## src/rtl/oag_map.vh

```
`ifndef OAG_MAP_VH
`define OAG_MAP_VH
// Addressing modes, binary request codes
`define OAG_MODE_REG      4'h0
`define OAG_MODE_WORK     4'h1
`define OAG_MODE_PTR      4'h2
`define OAG_MODE_BASE_RF  4'h3
`define OAG_MODE_BASE_MS  4'h4
`define OAG_MODE_BASE_ML  4'h5
`define OAG_MODE_DIRECT   4'h6
`define OAG_MODE_INDIRECT 4'h7
`define OAG_MODE_REL      4'h8
`define OAG_MODE_LIT      4'h9
`define OAG_MODE_PUSH     4'hA
`define OAG_MODE_POP      4'hB
// Instruction classes
`define OAG_INS_OTHER     4'h0
`define OAG_INS_LOAD_REG  4'h1
`define OAG_INS_LOAD_PROG 4'h2
`define OAG_INS_LOAD_EXT  4'h3
`define OAG_INS_JUMP      4'h4
`define OAG_INS_CALL      4'h5
`define OAG_INS_BIT_JF    4'h6
`define OAG_INS_BIT_JT    4'h7
`define OAG_INS_DEC_JNZ   4'h8
`define OAG_INS_CMP_JEQ   4'h9
`define OAG_INS_CMP_JNE   4'hA
`define OAG_INS_SHORT_JR  4'hB
// Targets
`define OAG_TGT_NONE      2'h0
`define OAG_TGT_RF        2'h1
`define OAG_TGT_PROG      2'h2
`define OAG_TGT_EXT       2'h3
// Protected control block bounds and reset pointer values
`define OAG_CTRL_LO       8'hC0
`define OAG_PTR0_RST      8'hC0
`define OAG_PTR1_RST      8'hC8
`define OAG_WORK_PREFIX   4'hC
`endif

```

## src/rtl/oag_core.v

```verilog
`include "oag_map.vh"
`default_nettype none
// Function
// RULE1: seven addressing modes, not all per instruction
// RULE2: register mode yields register or pair value
// RULE3: pointer picks slice, field picks byte
// RULE4: pointer mode uses register as address
// RULE5: byte pointers for file, pairs for memory
// RULE6: pointer mode never reaches set-1 control block
// RULE7: base-offset never reaches set-1 control block
// RULE8: short offset signed, memory accesses only
// RULE9: file base plus working register offset
// RULE10: memory base from pair plus instruction offset
// RULE11: file base-offset only for register load
// RULE12: direct address loads PC for jump/call
// RULE13: memory loads accept direct address either way
// RULE14: indirect reads vector in lowest 256 bytes
// RULE15: indirect mode only for call
// RULE16: relative adds signed displacement to PC
// RULE17: PC base is next instruction address
// RULE18: relative only for listed jump instructions
// RULE19: literal operand taken from instruction field
// RULE20: predecrement on push, postincrement on pop
// RULE21: top bit picks pointer, five plus three
// RULE22: pair MSB even register, LSB odd
// RULE23: sign-extend displacements, wrap modulo 65536
module oag_core (
  input  wire        CLK_SYS,
  input  wire        RESET_N,
  input  wire        REQ_VALID,
  input  wire [3:0]  REQ_MODE,
  input  wire [3:0]  REQ_INSTR,
  input  wire        REQ_WORD,
  input  wire        REQ_SET1,
  input  wire [7:0]  REQ_FIELD,
  input  wire [15:0] REQ_IMM,
  input  wire [15:0] REQ_NEXT_PC,
  input  wire [7:0]  RF_BYTE,
  input  wire [7:0]  RF_BYTE_ODD,
  input  wire [7:0]  VEC_HI,
  input  wire [7:0]  VEC_LO,
  input  wire [15:0] STACK_PTR,
  input  wire        PTR_WE,
  input  wire        PTR_SEL,
  input  wire [7:0]  PTR_WDATA,
  output reg         ACK_VALID,
  output reg         ACK_ERROR,
  output reg  [1:0]  ACK_TARGET,
  output reg  [15:0] ACK_ADDR,
  output reg  [15:0] ACK_OPERAND,
  output reg         ACK_PC_LOAD,
  output reg  [15:0] ACK_NEW_SP,
  output reg  [7:0]  WORK_PTR0,
  output reg  [7:0]  WORK_PTR1
);

  reg         ack_valid_d;   // Next answer strobe
  reg         ack_error_d;   // Next refusal flag
  reg  [1:0]  ack_target_d;  // Next target space
  reg  [15:0] ack_addr_d;    // Next effective address
  reg  [15:0] ack_operand_d; // Next operand value
  reg         ack_pc_load_d; // Next PC load flag
  reg  [15:0] ack_new_sp_d;  // Next stack address
  reg  [7:0]  rf_addr;       // Register file address scratch
  reg  [7:0]  work_ptr;      // Chosen working pointer
  wire [15:0] field_sext;    // Sign-extended 8-bit field
  wire        mem_load;      // Program or external load
  wire        rel_ok;        // Instruction may use relative mode
  wire [1:0]  mem_tgt;       // Target of a memory load

  // Offsets are widened before the add, so a negative step wraps
  // modulo 64K instead of carrying into a wider sum
  // Signed displacement widened to 16 bits
  assign field_sext = {{8{REQ_FIELD[7]}}, REQ_FIELD}; // see RULE23
  assign mem_load = (REQ_INSTR == `OAG_INS_LOAD_PROG) || (REQ_INSTR == `OAG_INS_LOAD_EXT);
  assign mem_tgt = (REQ_INSTR == `OAG_INS_LOAD_PROG) ? `OAG_TGT_PROG : `OAG_TGT_EXT;
  // Relative mode instruction set
  assign rel_ok = (REQ_INSTR == `OAG_INS_BIT_JF) || (REQ_INSTR == `OAG_INS_BIT_JT) ||
                  (REQ_INSTR == `OAG_INS_DEC_JNZ) || (REQ_INSTR == `OAG_INS_CMP_JEQ) ||
                  (REQ_INSTR == `OAG_INS_CMP_JNE) ||
                  (REQ_INSTR == `OAG_INS_SHORT_JR); // see RULE18

  // Working register pointer 0, chosen by field bit 3 low
  // A write lands at the next edge; a request in the same cycle
  // still works from the old pointer value
  always @(posedge CLK_SYS) begin
    if (!RESET_N) begin
      WORK_PTR0 <= `OAG_PTR0_RST;          // Slice C0h after reset
    end else if (PTR_WE && !PTR_SEL) begin
      WORK_PTR0 <= PTR_WDATA;              // see RULE3
    end
  end

  // Working register pointer 1, chosen by field bit 3 high
  always @(posedge CLK_SYS) begin
    if (!RESET_N) begin
      WORK_PTR1 <= `OAG_PTR1_RST;          // Slice C8h after reset
    end else if (PTR_WE && PTR_SEL) begin
      WORK_PTR1 <= PTR_WDATA;              // see RULE3
    end
  end

  // Purely combinational on the request: the caller must present the
  // register file and vector bytes that belong to this request in
  // the same cycle. Refused requests never stall; they come back
  // flagged, with no target and no PC load
  // Address and operand generation per mode
  always @* begin
    ack_valid_d   = REQ_VALID;
    ack_error_d   = 1'b0;
    ack_target_d  = `OAG_TGT_NONE;
    ack_addr_d    = 16'h0000;
    ack_operand_d = 16'h0000;
    ack_pc_load_d = 1'b0;
    ack_new_sp_d  = STACK_PTR;
    // Working address: pointer high five bits plus field low three
    work_ptr = REQ_FIELD[3] ? WORK_PTR1 : WORK_PTR0;  // see RULE21
    rf_addr  = {work_ptr[7:3], REQ_FIELD[2:0]};        // see RULE3
    case (REQ_MODE)  // see RULE1
      `OAG_MODE_REG: begin
        // Value of named register, pair high byte even
        // Field top nibble Ch means a working register, not location Cxh
        ack_target_d = `OAG_TGT_RF;
        if (REQ_FIELD[7:4] == `OAG_WORK_PREFIX) begin
          ack_addr_d = {8'h00, rf_addr};
        end else begin
          ack_addr_d = {8'h00, REQ_FIELD};
        end
        if (REQ_WORD) begin
          ack_addr_d[0] = 1'b0;
          ack_operand_d = {RF_BYTE, RF_BYTE_ODD};  // see RULE22
        end else begin
          ack_operand_d = {8'h00, RF_BYTE};        // see RULE2
        end
      end
      `OAG_MODE_WORK: begin
        // 4-bit working register address
        ack_target_d  = `OAG_TGT_RF;
        ack_addr_d    = {8'h00, rf_addr};            // see RULE3
        ack_operand_d = REQ_WORD ? {RF_BYTE, RF_BYTE_ODD} : {8'h00, RF_BYTE};
      end
      `OAG_MODE_PTR: begin
        // Register contents become the address
        // Word pointers reach program or external space, never the file,
        // so the control block guard applies to byte pointers only
        if (REQ_WORD) begin
          ack_addr_d   = {RF_BYTE, RF_BYTE_ODD};     // see RULE5
          ack_target_d = mem_load ? mem_tgt : `OAG_TGT_PROG; // see RULE4
        end else begin
          ack_addr_d   = {8'h00, RF_BYTE};           // see RULE4
          ack_target_d = `OAG_TGT_RF;
          ack_error_d  = REQ_SET1 && (RF_BYTE >= `OAG_CTRL_LO); // see RULE6
        end
      end
      `OAG_MODE_BASE_RF: begin
        // Instruction base plus working register offset
        // Sum wraps in 8 bits; the guard sees the wrapped address
        ack_target_d = `OAG_TGT_RF;
        rf_addr      = REQ_FIELD + RF_BYTE;          // see RULE9
        ack_addr_d   = {8'h00, rf_addr};
        ack_error_d  = (REQ_INSTR != `OAG_INS_LOAD_REG) ||
                       (REQ_SET1 && (rf_addr >= `OAG_CTRL_LO)); // see RULE7 RULE11
      end
      `OAG_MODE_BASE_MS: begin
        // Pair base plus signed short offset
        ack_target_d = mem_tgt;
        ack_addr_d   = {RF_BYTE, RF_BYTE_ODD} + field_sext; // see RULE8 RULE10
        ack_error_d  = !mem_load;                          // see RULE8 RULE11
      end
      `OAG_MODE_BASE_ML: begin
        // Pair base plus 16-bit offset
        ack_target_d = mem_tgt;
        ack_addr_d   = {RF_BYTE, RF_BYTE_ODD} + REQ_IMM;   // see RULE10
        ack_error_d  = !mem_load;                          // see RULE11
      end
      `OAG_MODE_DIRECT: begin
        // Full 16-bit address from instruction
        // Jump and call steer the PC, memory loads steer memory
        ack_addr_d = REQ_IMM;                              // see RULE12
        if ((REQ_INSTR == `OAG_INS_JUMP) || (REQ_INSTR == `OAG_INS_CALL)) begin
          ack_pc_load_d = 1'b1;                            // see RULE12
          ack_target_d  = `OAG_TGT_PROG;
        end else if (mem_load) begin
          ack_target_d = mem_tgt;                          // see RULE13
        end else begin
          ack_error_d = 1'b1;
        end
      end
      `OAG_MODE_INDIRECT: begin
        // Vector in lowest page, its contents feed PC
        // The caller fetches the vector bytes at the page-zero address
        ack_target_d  = `OAG_TGT_PROG;
        ack_addr_d    = {8'h00, REQ_FIELD};              // see RULE14
        ack_operand_d = {VEC_HI, VEC_LO};                // see RULE14
        ack_pc_load_d = (REQ_INSTR == `OAG_INS_CALL);    // see RULE15
        ack_error_d   = (REQ_INSTR != `OAG_INS_CALL);    // see RULE15
      end
      `OAG_MODE_REL: begin
        // Following instruction address plus displacement
        // Only the listed conditional and short jumps may branch
        ack_target_d  = `OAG_TGT_PROG;
        ack_addr_d    = REQ_NEXT_PC + field_sext;        // see RULE16 RULE17 RULE23
        ack_pc_load_d = rel_ok;                          // see RULE18
        ack_error_d   = !rel_ok;                         // see RULE18
      end
      `OAG_MODE_LIT: begin
        // Operand straight from instruction
        // No address and no target: the operand alone
        ack_operand_d = REQ_WORD ? REQ_IMM : {8'h00, REQ_IMM[7:0]}; // see RULE19
      end
      `OAG_MODE_PUSH: begin
        // Decrement before the write
        // Stack lives in the register file
        ack_new_sp_d = STACK_PTR - 16'h0001;             // see RULE20
        ack_addr_d   = ack_new_sp_d;
        ack_target_d = `OAG_TGT_RF;
      end
      `OAG_MODE_POP: begin
        // Read at old address, increment after
        ack_addr_d   = STACK_PTR;
        ack_new_sp_d = STACK_PTR + 16'h0001;             // see RULE20
        ack_target_d = `OAG_TGT_RF;
      end
      default: begin
        // Unused mode codes are refused
        ack_error_d = 1'b1;
      end
    endcase
    // Refused requests select nothing
    // A refused request must never steer a memory or the PC
    if (ack_error_d) begin
      ack_target_d  = `OAG_TGT_NONE;
      ack_pc_load_d = 1'b0;
    end
    // Idle cycles answer with no error, no target and no PC load
    if (!REQ_VALID) begin
      ack_error_d   = 1'b0;
      ack_pc_load_d = 1'b0;
      ack_target_d  = `OAG_TGT_NONE;
    end
  end

  // Answer registers, one process per output so every output leaves
  // straight from its own flop and each reset value is easy to find
  // Answer strobe, one cycle behind the request
  always @(posedge CLK_SYS) begin
    if (!RESET_N) begin
      ACK_VALID <= 1'b0;
    end else begin
      ACK_VALID <= ack_valid_d;
    end
  end

  // Refusal flag
  always @(posedge CLK_SYS) begin
    if (!RESET_N) begin
      ACK_ERROR <= 1'b0;
    end else begin
      ACK_ERROR <= ack_error_d;
    end
  end

  // Target space
  always @(posedge CLK_SYS) begin
    if (!RESET_N) begin
      ACK_TARGET <= `OAG_TGT_NONE;
    end else begin
      ACK_TARGET <= ack_target_d;
    end
  end

  // Effective address
  always @(posedge CLK_SYS) begin
    if (!RESET_N) begin
      ACK_ADDR <= 16'h0000;
    end else begin
      ACK_ADDR <= ack_addr_d;
    end
  end

  // Operand value
  always @(posedge CLK_SYS) begin
    if (!RESET_N) begin
      ACK_OPERAND <= 16'h0000;
    end else begin
      ACK_OPERAND <= ack_operand_d;
    end
  end

  // PC load flag
  always @(posedge CLK_SYS) begin
    if (!RESET_N) begin
      ACK_PC_LOAD <= 1'b0;
    end else begin
      ACK_PC_LOAD <= ack_pc_load_d;
    end
  end

  // Stack address after push or pop
  always @(posedge CLK_SYS) begin
    if (!RESET_N) begin
      ACK_NEW_SP <= 16'h0000;
    end else begin
      ACK_NEW_SP <= ack_new_sp_d;
    end
  end

endmodule
`default_nettype wire

```

## config.mk

```make
export PLATFORM = sky130hd
export DESIGN_NAME = oag_core
export DESIGN_NICKNAME = d
export VERILOG_FILES = /design/src/rtl/oag_core.v
export VERILOG_INCLUDE_DIRS = /design/src /design/src/rtl
export SDC_FILE = /design/constraint.sdc
export NUM_CORES = 1
export LEC_CHECK = 0
export BUFFER_PORTS_ARGS = -buffer_cell sky130_fd_sc_hd__buf_4
export CORE_MARGIN = 4
export CORE_UTILIZATION = 58
export DETAILED_ROUTE_END_ITERATION = 10
export HOLD_SLACK_MARGIN = 0.06
export PLACE_DENSITY = 0.88
export SETUP_SLACK_MARGIN = 0.2
export SLEW_MARGIN = 20
export SYNTH_ARGS = -nofsm -noshare
export SYNTH_HDL_FRONTEND = slang
export SYNTH_SLANG_ARGS = --single-unit
```

## constraint.sdc

```tcl
create_clock -name CLK_SYS -period 9.2 [get_ports CLK_SYS]
set_input_delay 1.38 -clock CLK_SYS [delete_from_list [all_inputs] [get_ports CLK_SYS]]
set_output_delay 1.38 -clock CLK_SYS [all_outputs]
set_load 0.1 [all_outputs]
```

==> qor.yml <==
worstSkewPairLatency_ps: 360
syn_nets: 977
viasPerCell: 6.42
power_density_mw_per_mm2: 128
cellLeakagePower_nw: 3.34
fillers: 830
synth-seq-area-share_pct: 22.2
ios: 180
period_needed_ps: 4310
drtPass1Iterations: 6
endpoint_kind: "flop"
synth_edf_count: 0
ys.flop_type: "dfxtp_1"
place_congestion: 1.03
drtIter0Drc: 913
seq_area_sq_mm: 0.00138
fin_nets: 1119
cp_cell_sequence: "buf_4 > nor4b_2 > buf_4 > mux2_2 > ha_1 > inv_1 > fa_1 > nor2b_1 > o21bai_1 > a211oi_1 > o31ai_1 > xnor2_1 > a221oi_1 > nor2_1"
yosysUniqueCellTypes: 70
multiInputGateArea_sq_mm: 0.00452
cap_violations: 0
clockBufferDepth: 2
crit_path_frequent_cell: "buf_4"
netlist_area_sq_mm: 0.00622
crit_arrival_ps: 4540
cp.buffers_inverters: 3
htreeDepth: 3
syn_inst: 821
globalRouteTotalUtil_pct: 34.6
ys_seq_elements: 69
postCtsHoldBufs: 0
crit_type: "input port to flop"
die_w_um: 112
peakVddDrop_uv: 96.1
ctsResizeCount: 0
dp.cells: 1088
crit_fanout: 33
cts_setup_buffers: 0
start_util_pct: 60.0
cp-start-kind: "input port"
yosys_warnings: 0
row_count: 37
drt-wirelength-per-cell_um: 20.3
crit_family: "compound AO/OA/AOI/OAI gates"
instances_no_fill: 1104
drcViolationCount: 0
final_common_cell: "buf_4"
period_share_pct: 46.9
first_global_vias: 6498
fmax_ghz: 0.232
crit_required_ps: 9430
cts.sinks: 69
outcome: "complete, no violations"
core_sq_mm: 0.0104
antenna_found_initial: 0
postPlaceCellArea_sq_mm: 0.00755
overflow: 0
skew_ps: 3.41
hold_viol: 0
cts_made_buffers: 9
syn_avg_cell_area_sq_um: 7.57
n_antenna_cell: 0
wl_um: 22400
port_buffers: 179
via_count: 7089
die_h_um: 112
fin_tns_setup_ps: 0
setup_violations: 0
synthArstFlopShare_pct: 0
syn2layout_area_growth_pct: 24.7
relSlewSlack_pct: 35.0
layout_common_cells: "buf_4 (186), nand2_1 (114), dfxtp_1 (69), a21oi_1 (60), nor2_1 (57)"
grt_pass1_wl_um: 35000
dieArea_sq_mm: 0.0124
root_buffer: "clkbuf_8"
cts_tree: "built"
drv_slew: 0
rsz0062_at_grt: "no"
clk_pin_slew_ps: 80
worst_slew_pin_slew_ps: 950
drive_gt1_share_pct: 24.4
power.total_uw: 996
final_cell_area_sq_mm: 0.00775
cp_slowest_stage_delay_ps: 430
hpwlAfterDp_um: 17100
ant_nets: 0
hp-class: "flop to flop"
worst_path_max_delay_cell: "fa_1"
grt_max_degree: 38
## per-layer routing
layer  global-route usage [%]  up-vias  share of wire (%)
li1                         -     3290                  -
met5                        0        -                  0
met3                     10.4       54                 14
met2                     53.4      508                 44
met1                     46.4     3237                 39
met4                     11.2        0                2.7
## worst paths after layout
path | startpoint | to | slack [ps] | cells past startpoint
worst max-delay path | REQ_MODE[0] | ACK_ADDR[12]$_SDFF_PN0_ | 4890 | 14
worst min-delay path | WORK_PTR0[2]$_SDFFE_PN0P_ | WORK_PTR0[2]$_SDFFE_PN0P_ | 470 | 2
worst max register to register | WORK_PTR1[4]$_SDFFE_PN0P_ | ACK_ADDR[4]$_SDFF_PN0_ | 7390 | 4
worst min register to register | WORK_PTR0[2]$_SDFFE_PN0P_ | WORK_PTR0[2]$_SDFFE_PN0P_ | 470 | 2
## worst reg2reg max path, delay by kind of cell (launching register included)
| family | cells | cell delay, ps |
|---|---|---|
| compound gates | 2 | 1080 |
| flops | 1 | 330 |
| mux | 1 | 170 |
| simple gates | 1 | 60 |
## Yosys cell counts (all sizes together), types with 8 or more instances
cell type	count	area share [%]
a21boi	17	2.1
a21o	12	1.4
a21oi	60	4.8
a221oi	16	2.3
a22oi	25	3.0
a31oi	13	1.3
a32o	8	1.3
and2	14	1.4
buf	16	1.5
clkbuf	39	2.4
dfxtp	69	22
ha	42	8.5
inv	25	1.5
mux2	20	3.6
mux2i	11	1.8
nand2	115	7.0
nand2b	14	1.4
nand3	24	1.9
nor2	57	3.4
nor2b	11	1.1
nor3	15	1.4
o21a	12	1.4
o21ai	40	3.2
xnor2	31	4.4
xor2	17	2.4
## final cells by class
type | count | area share, %
Clock buffer | 10 | 1.65
Clock inverter | 6 | 0.823
Inverter | 25 | 1.21
Multi-Input combinational cell | 672 | 58.3
Sequential cell | 69 | 17.8
Tap cell | 136 | 2.20
Timing Repair Buffer | 186 | 18.0
## power by group
group | internal (mW) | switching [mW]
combinational | 0.144 | 0.278
sequential | 0.313 | 0.00655
clock | 0.125 | 0.129
total | 0.582 | 0.414
## state kept, by name, summed over array words and instances (netlist names)
name,flops
WORK_PTR0,8
ACK_ADDR,16
WORK_PTR1,8
ACK_NEW_SP,16
ACK_PC_LOAD,1
ACK_ERROR,1
ACK_OPERAND,16
ACK_VALID,1
ACK_TARGET,2
## kinds of logic after synthesis
family,after synthesis,synth area share [%]
AO/OA/AOI/OAI,257,28.1
XOR/XNOR,48,6.76
adder cells (fa/ha/maj),45,9.42
buffers and inverters,80,5.37
flip-flops,69,22.2
multiplexers,31,5.39
AND/OR/NAND/NOR,291,22.8
## stage by stage
stage               hold WS [ps]  util (%)  setup WS (ps)
CTS                          469      74.7           4980
global route                 489      74.7           4720
global placement             452      72.8           4740
detailed placement           458      72.9           4640
finish                       470      74.7           4890
floorplan                    886         -           4550
No activity file was read; power rests on OpenSTA's default activity.
